<file path="config.mk">
export PLATFORM = sky130hd
export DESIGN_NAME = ccl_top
export DESIGN_NICKNAME = d
export VERILOG_FILES = /design/src/hdl/ccl_pkg.sv /design/src/hdl/ccl_edge_detect.sv /design/src/hdl/ccl_top.sv
export SDC_FILE = /design/constraint.sdc
export NUM_CORES = 1
export LEC_CHECK = 0
export BUFFER_PORTS_ARGS = -buffer_cell sky130_fd_sc_hd__buf_2
export CAP_MARGIN = 25
export CORE_UTILIZATION = 43
export DETAILED_ROUTE_END_ITERATION = 7
export HOLD_SLACK_MARGIN = 0.03
export PLACE_DENSITY_LB_ADDON = 0.12
export SLEW_MARGIN = 20
export SYNTH_ARGS = -nofsm -noshare
export SYNTH_HDL_FRONTEND = slang
export SYNTH_SLANG_ARGS = --single-unit
</file>
<file path="constraint.sdc">
create_clock -name clk_i -period 4.29 [get_ports clk_i]
set_input_delay 0.2145 -clock clk_i [delete_from_list [all_inputs] [get_ports clk_i]]
set_output_delay 0.2145 -clock clk_i [all_outputs]
set_load 0.005 [all_outputs]
</file>
<file path="src/hdl/ccl_pkg.sv">
// Package of register offsets, field positions and reset values for the comparator control.
package ccl_pkg;

    // ------------------------------------------------------------------
    // Register offsets (byte addresses)
    // ------------------------------------------------------------------
    localparam logic [7:0] CCL_OFS_CONTROL   = 8'h00;
    localparam logic [7:0] CCL_OFS_IRQ_STAT  = 8'h04;
    localparam logic [7:0] CCL_OFS_IRQ_MASK  = 8'h08;

    // ------------------------------------------------------------------
    // Control register field positions
    // ------------------------------------------------------------------
    localparam int CCL_BIT_ENABLE     = 15;
    localparam int CCL_BIT_PIN_DRIVE  = 14;
    localparam int CCL_BIT_INVERT     = 13;
    localparam int CCL_BIT_RESULT     = 8;
    localparam int CCL_BIT_EDGE_HI    = 7;
    localparam int CCL_BIT_EDGE_LO    = 6;
    localparam int CCL_BIT_POS_SEL    = 4;
    localparam int CCL_BIT_NEG_HI     = 1;
    localparam int CCL_BIT_NEG_LO     = 0;

    // Writable bits of the control register; everything else except the result bit reads zero.
    localparam logic [31:0] CCL_CONTROL_WMASK = 32'h0000_E0D3;
    // Control value after reset: edge select 11, negative select 11.
    localparam logic [31:0] CCL_CONTROL_RESET = 32'h0000_00C3;

    // ------------------------------------------------------------------
    // Interrupt status and mask layout
    // ------------------------------------------------------------------
    localparam int          CCL_BIT_IRQ_EDGE   = 0;
    localparam logic [31:0] CCL_IRQ_WMASK      = 32'h0000_0001;
    localparam logic [31:0] CCL_IRQ_RESET      = 32'h0000_0000;

    // ------------------------------------------------------------------
    // Field encodings
    // ------------------------------------------------------------------
    localparam logic [1:0] CCL_EDGE_NONE    = 2'h0;
    localparam logic [1:0] CCL_EDGE_RISE    = 2'h1;
    localparam logic [1:0] CCL_EDGE_FALL    = 2'h2;
    localparam logic [1:0] CCL_EDGE_BOTH    = 2'h3;

    localparam logic [1:0] CCL_NEG_PIN_B    = 2'h0;
    localparam logic [1:0] CCL_NEG_PIN_C    = 2'h1;
    localparam logic [1:0] CCL_NEG_PIN_D    = 2'h2;
    localparam logic [1:0] CCL_NEG_BANDGAP  = 2'h3;

endpackage

</file>
<file path="src/hdl/ccl_edge_detect.sv">
// Edge detector that turns a synchronised result into single-cycle event pulses.
`timescale 1ns/10ps

module ccl_edge_detect
    import ccl_pkg::*;
(
    // Clock and reset
    input  wire logic       clk_i,
    input  wire logic       rst_i,
    // Sampled level and edge selection
    input  wire logic       level_i,
    input  wire logic [1:0] edge_sel_i,
    // Event output
    output logic            event_o
);

    logic prev_q;
    logic rise;
    logic fall;

    // ------------------------------------------------------------------
    // Edge qualification
    // ------------------------------------------------------------------
    // Compare consecutive samples; a qualifying edge gives one pulse.
    assign rise    = level_i & ~prev_q;
    assign fall    = ~level_i & prev_q;
    assign event_o = (edge_sel_i == CCL_EDGE_RISE) ? rise :
                     (edge_sel_i == CCL_EDGE_FALL) ? fall :
                     (edge_sel_i == CCL_EDGE_BOTH) ? (rise | fall) : 1'b0;

    // The previous sample resets low, so a high level at release looks like a rise.
    always_ff @(posedge clk_i) begin
        if (rst_i) begin
            prev_q <= 1'b0;
        end else begin
            prev_q <= level_i;
        end
    end

endmodule

</file>
<file path="src/hdl/ccl_top.sv">
// Comparator control and event logic with a classic Wishbone register slave.
//
// Function
// Enable bit toggles only comparator function
// Drive-enable bit puts result on pin
// Invert bit inverts presented result
// Read-only result status, resets zero
// Edge field: none, rise, fall, both
// Inversion also feeds the edge detector
// Positive select: reference or pin A
// Negative select: pins B, C, D, band-gap
// Unimplemented control bits read zero
// Software avoids access right after disable
// Synchronous sampling, single-cycle event pulses
//
// Design decisions made here: the Wishbone interface to the registers and the placing of the registers.
`timescale 1ns/10ps

module ccl_top
    import ccl_pkg::*;
(
    // Clock and reset
    input  wire logic        clk_i,
    input  wire logic        rst_i,
    // Classic Wishbone slave
    input  wire logic        wb_cyc_i,
    input  wire logic        wb_stb_i,
    input  wire logic        wb_we_i,
    input  wire logic [7:0]  wb_adr_i,
    input  wire logic [3:0]  wb_sel_i,
    input  wire logic [31:0] wb_dat_i,
    output logic [31:0]      wb_dat_o,
    output logic             wb_ack_o,
    // Analog comparator core
    input  wire logic        comparator_raw_i,
    output logic             comparator_enable_o,
    output logic             positive_input_select_o,
    output logic [1:0]       negative_input_select_o,
    // Result pin
    output logic             result_output_pin_o,
    output logic             result_output_pin_oe_o,
    // Events
    output logic             event_pulse_o,
    output logic             irq_o
);

    // ------------------------------------------------------------------
    // Declarations
    // ------------------------------------------------------------------
    logic [31:0] control_q;
    logic [31:0] control_d;
    logic [31:0] irq_stat_q;
    logic [31:0] irq_stat_d;
    logic [31:0] irq_mask_q;
    logic [31:0] irq_mask_d;
    logic        sync1_q;
    logic        sync2_q;
    logic        result_q;
    logic        ack_q;
    logic [31:0] rdata_q;
    logic        result_presented;
    logic        edge_event;
    logic        bus_req;
    logic        wr_stb;
    logic        hit_control;
    logic        hit_stat;
    logic        hit_mask;
    logic [31:0] byte_mask;
    logic [31:0] control_rd;
    logic [31:0] rdata_d;

    // Expand the byte selects into a bit mask.
    function automatic logic [31:0] sel_to_mask(input logic [3:0] sel);
        logic [31:0] m;
        m = 32'h0000_0000;
        for (int i = 0; i < 4; i++) begin
            m[i*8 +: 8] = {8{sel[i]}};
        end
        return m;
    endfunction

    // ------------------------------------------------------------------
    // Bus decode
    // ------------------------------------------------------------------
    // A request is answered once; ack_q blocks the repeat in the ack cycle.
    assign bus_req     = wb_cyc_i & wb_stb_i & ~ack_q;
    assign wr_stb      = bus_req & wb_we_i;
    assign hit_control = (wb_adr_i == CCL_OFS_CONTROL);
    assign hit_stat    = (wb_adr_i == CCL_OFS_IRQ_STAT);
    assign hit_mask    = (wb_adr_i == CCL_OFS_IRQ_MASK);
    assign byte_mask   = sel_to_mask(wb_sel_i);

    // ------------------------------------------------------------------
    // Comparator result path
    // ------------------------------------------------------------------
    // Disabled comparator is treated as a low output; inversion still applies.
    assign result_presented = result_q ^ control_q[CCL_BIT_INVERT];    // see

    // Reads merge the live result into the stored fields; others read zero.
    assign control_rd = (control_q & CCL_CONTROL_WMASK)
                      | ({31'h0000_0000, result_presented} << CCL_BIT_RESULT);

    // ------------------------------------------------------------------
    // Register next values
    // ------------------------------------------------------------------
    // Only writable bits change; the enable bit leaves the other fields alone.
    assign control_d = (wr_stb && hit_control)
                     ? ((control_q & ~(byte_mask & CCL_CONTROL_WMASK))
                        | (wb_dat_i & byte_mask & CCL_CONTROL_WMASK))   // see
                     : control_q;

    // Write one clears; a simultaneous event wins over the clear.
    assign irq_stat_d = ((wr_stb && hit_stat)
                         ? (irq_stat_q & ~(wb_dat_i & byte_mask & CCL_IRQ_WMASK))
                         : irq_stat_q)
                      | ({31'h0000_0000, edge_event} << CCL_BIT_IRQ_EDGE);

    assign irq_mask_d = (wr_stb && hit_mask)
                      ? ((irq_mask_q & ~(byte_mask & CCL_IRQ_WMASK))
                         | (wb_dat_i & byte_mask & CCL_IRQ_WMASK))
                      : irq_mask_q;

    // Unmapped addresses read zero and still get an ack.
    assign rdata_d = hit_control ? control_rd :
                     hit_stat    ? irq_stat_q :
                     hit_mask    ? irq_mask_q : 32'h0000_0000;

    // ------------------------------------------------------------------
    // Registers
    // ------------------------------------------------------------------
    always_ff @(posedge clk_i) begin
        if (rst_i) begin
            control_q  <= CCL_CONTROL_RESET;
            irq_stat_q <= CCL_IRQ_RESET;
            irq_mask_q <= CCL_IRQ_RESET;
        end else begin
            control_q  <= control_d;
            irq_stat_q <= irq_stat_d;
            irq_mask_q <= irq_mask_d;
        end
    end

    // Bus answer registers: one cycle of latency after a request is seen.
    always_ff @(posedge clk_i) begin
        if (rst_i) begin
            ack_q   <= 1'b0;
            rdata_q <= 32'h0000_0000;
        end else begin
            ack_q   <= bus_req;
            rdata_q <= bus_req ? rdata_d : rdata_q;
        end
    end

    // The analog output is asynchronous, so it passes two flip-flops first.
    always_ff @(posedge clk_i) begin
        if (rst_i) begin
            sync1_q  <= 1'b0;
            sync2_q  <= 1'b0;
            result_q <= 1'b0;
        end else begin
            sync1_q  <= comparator_raw_i;
            sync2_q  <= sync1_q;
            result_q <= sync2_q & control_q[CCL_BIT_ENABLE];
        end
    end

    // ------------------------------------------------------------------
    // Event detection
    // ------------------------------------------------------------------
    ccl_edge_detect u_edge (
        .clk_i      (clk_i),
        .rst_i      (rst_i),
        .level_i    (result_presented),
        .edge_sel_i (control_q[CCL_BIT_EDGE_HI:CCL_BIT_EDGE_LO]),
        .event_o    (edge_event)
    );

    // ------------------------------------------------------------------
    // Outputs
    // ------------------------------------------------------------------
    assign wb_dat_o                = rdata_q;
    assign wb_ack_o                = ack_q;
    assign comparator_enable_o     = control_q[CCL_BIT_ENABLE];
    assign positive_input_select_o = control_q[CCL_BIT_POS_SEL];
    assign negative_input_select_o = control_q[CCL_BIT_NEG_HI:CCL_BIT_NEG_LO];
    // The pin is left undriven, not driven low, when drive is off.
    assign result_output_pin_oe_o  = control_q[CCL_BIT_PIN_DRIVE];
    assign result_output_pin_o     = result_presented & control_q[CCL_BIT_PIN_DRIVE];
    assign event_pulse_o           = edge_event;
    assign irq_o                   = |(irq_stat_q & irq_mask_q);

endmodule

</file>
==> run metrics <==
maxcap violations=0; CTS resizes=0; drt initial violations=21; yosys warns=0; Area growth, synth to finish=12.9%; flop-to-flop setup slack=between 2000 and 3000 ps; Clk pin slew, worst setup/hold paths=~130 ps; Place WS=approximately 2400 ps; Mean Syn Cell Area=8.65 um2; cell leakage power=approximately 0.67 nW; Syn Inst Count=144; clk_lat worst skew=roughly 320 ps; htree depth=1; CP arrival=1580 ps; largest area contributor in the netlist=dfxtp_1; Worst Hold Class=in2reg; Hold Path Stages=2; DP HPWL=1800 um; placed insts=~210; drt pass-1 iters=4; first-pass GRT wire length=slightly below 4000 um; outcome=completed; number of global-route vias before repair=879; clk sink count=24; Slew @ Worst Pin=around 820 ps; Worst Hold Path EP=sync1_q; post-CTS setup repair buffer count=0; top cell type's share of synthesized area=0.386; Hold-fix buffers, CTS=0; Yosys cell types=27; final hold violation count=0; DRC Markers=0; port bufs=41; CTS tree=yes; Worst IR Drop VDD=approximately 0.23 mV; period utilisation layout=0.419; power per cell area=between 200 and 300 mW/mm2; CP required=4080 ps; worst reg-to-reg path cell count=3; die area=roughly 0.0031 mm2; leading register cell type out of synthesis=dfxtp_1; critical hold path startpoint=comparator_raw_i; Max Buffers Root-to-Sink=2; fin area=0.00141 mm2; Worst Path Buf+Inv=1; sequential-to-total area share from yosys stat=0.386; CP startpoint kind=flop; # nets final=about 230; Area after DPL=0.00137 mm2; via count=slightly above 1,000; Antenna Nets Post-Route=0; WL/cell=between 10 and 15 um; Total GRT Usage=0.160; most common cell in the netlist=buf_4; Post-synth ARST share=0; Yosys reg bits=24; EDFF count, synth=0; initial antenna violation count=0; TritonCTS Buffers=3; Period minus WS final=around 1800 ps; Cell Area, Synth=0.00125 mm2; reg2reg start=wb_ack_o; crit path setup slack, layout=between 2000 and 2500 ps; maximum number of pins on one net before global-route repair=32; RSZ-0062 raised after global routing=no; final global-route overflow total=0; crit-path cells=xor2_1 > mux2i_1 > buf_2; final setup fails=0; number of diodes=0; Area contributors post-synth=dfxtp_1 39%, buf_4 15%, mux2i_1 8.0%, nand2b_1 5.0%, nand4_1 4.0%; slew margin rel.=0.448; Worst setup EP type=primary output; Slew Limit Fails=0; root buf cell=clkbuf_4; FMAX=~560 MHz; Via density=4.79; Top Family by Delay on Critical Path=flip-flops; Detailed Route WL=~2300 um; Setup TNS=0 ps; share of cells above drive strength 1=0.280; initial core utilization=0.452; num ports=just over 90; die height=roughly 56 um; CP max FO=4; Crit path largest cell delay=around 400 ps; Slowest-stage cell, CP=dfxtp_1; RD Place Congestion=between 0.7 and 0.8; crit path kind=reg2out; row count=19; core box area=about 0.0028 mm2; final clock skew=between 8 and 9 ps; final cell count without fillers=roughly 210; Post-synth top cells=25 x buf_4, 24 x dfxtp_1, 13 x nand2_1; die width=~56 um
==> worst reg2reg max path: cells and delay by family (launching register included) <==
kind | cells | cell delay (ps)
AND/OR/NAND/NOR | 2 | 910
flip-flops | 1 | 340
multiplexers | 1 | 180
==> routing by layer <==
| layer | vias to the layer above | share of wire | track usage |
|---|---|---|---|
| met5 | - | 0 | 0 |
| met4 | 0 | 0.0094 | 0.0418 |
| met3 | 4 | 0.061 | 0.0535 |
| met2 | 42 | 0.49 | 0.284 |
| met1 | 455 | 0.44 | 0.185 |
| li1 | 519 | - | - |
==> worst max-delay path by stage <==
| stage | endpoint | slack [ps] | cells past startpoint |
|---|---|---|---|
| after global placement | flop | 2350 | 4 |
| after detailed placement | flop | 2370 | 4 |
| after floorplan | flop | 2610 | 4 |
| after global routing | event_pulse_o | 2420 | 3 |
| final | event_pulse_o | 2490 | 3 |
| after CTS | event_pulse_o | 2470 | 3 |
==> cells in the final DEF (no fill, tap or decap), types with 3 or more instances in the layout <==
| cell | n |
|---|---|
| inv_1 | 5 |
| nor2b_1 | 3 |
| clkbuf_4 | 3 |
| buf_2 | 42 |
| nor2_1 | 11 |
| mux2i_1 | 10 |
| a21oi_1 | 8 |
| nor4_1 | 3 |
| nand4_1 | 8 |
| dfxtp_1 | 24 |
| conb_1 | 23 |
| nand2_1 | 13 |
| nand2b_1 | 10 |
==> stage by stage <==
| step | utilization | total power, mW | hold WS (ps) |
|---|---|---|---|
| 6_report | 0.510 | 0.379 | 108 |
| 5_1_grt | 0.510 | 0.400 | 117 |
| 4_1_cts | 0.510 | 0.382 | 103 |
| 3_5_place_dp | 0.497 | 0.265 | 409 |
| 3_3_place_gp | 0.495 | 0.265 | 404 |
| 2_1_floorplan | - | 0.264 | 343 |
==> area by class of cell <==
class / count / area, um2
inverter: 5 / 18.8
sequential: 24 / 480
tap: 31 / 38.8
clock buffer: 4 / 36.3
fill: 283 / 1350
multi-input combinational: 107 / 622
timing repair buffer: 42 / 210
==> cells by family after synthesis <==
group / count (synthesis) / share of synthesized area
compound gates: 11 / 0.0542
xor+xnor: 1 / 0.00703
buf+inv: 35 / 0.182
flops: 24 / 0.386
mux: 10 / 0.0803
other cells: 1 / 0.00301
simple gates: 62 / 0.288
==> report_power, final <==
part / switching, mW / internal (mW)
Sequential: 0.000434 / 0.224
Combinational: 0.0221 / 0.0139
Clock: 0.0665 / 0.0519
Total: 0.0891 / 0.290
No activity file was read; power rests on OpenSTA's default activity.
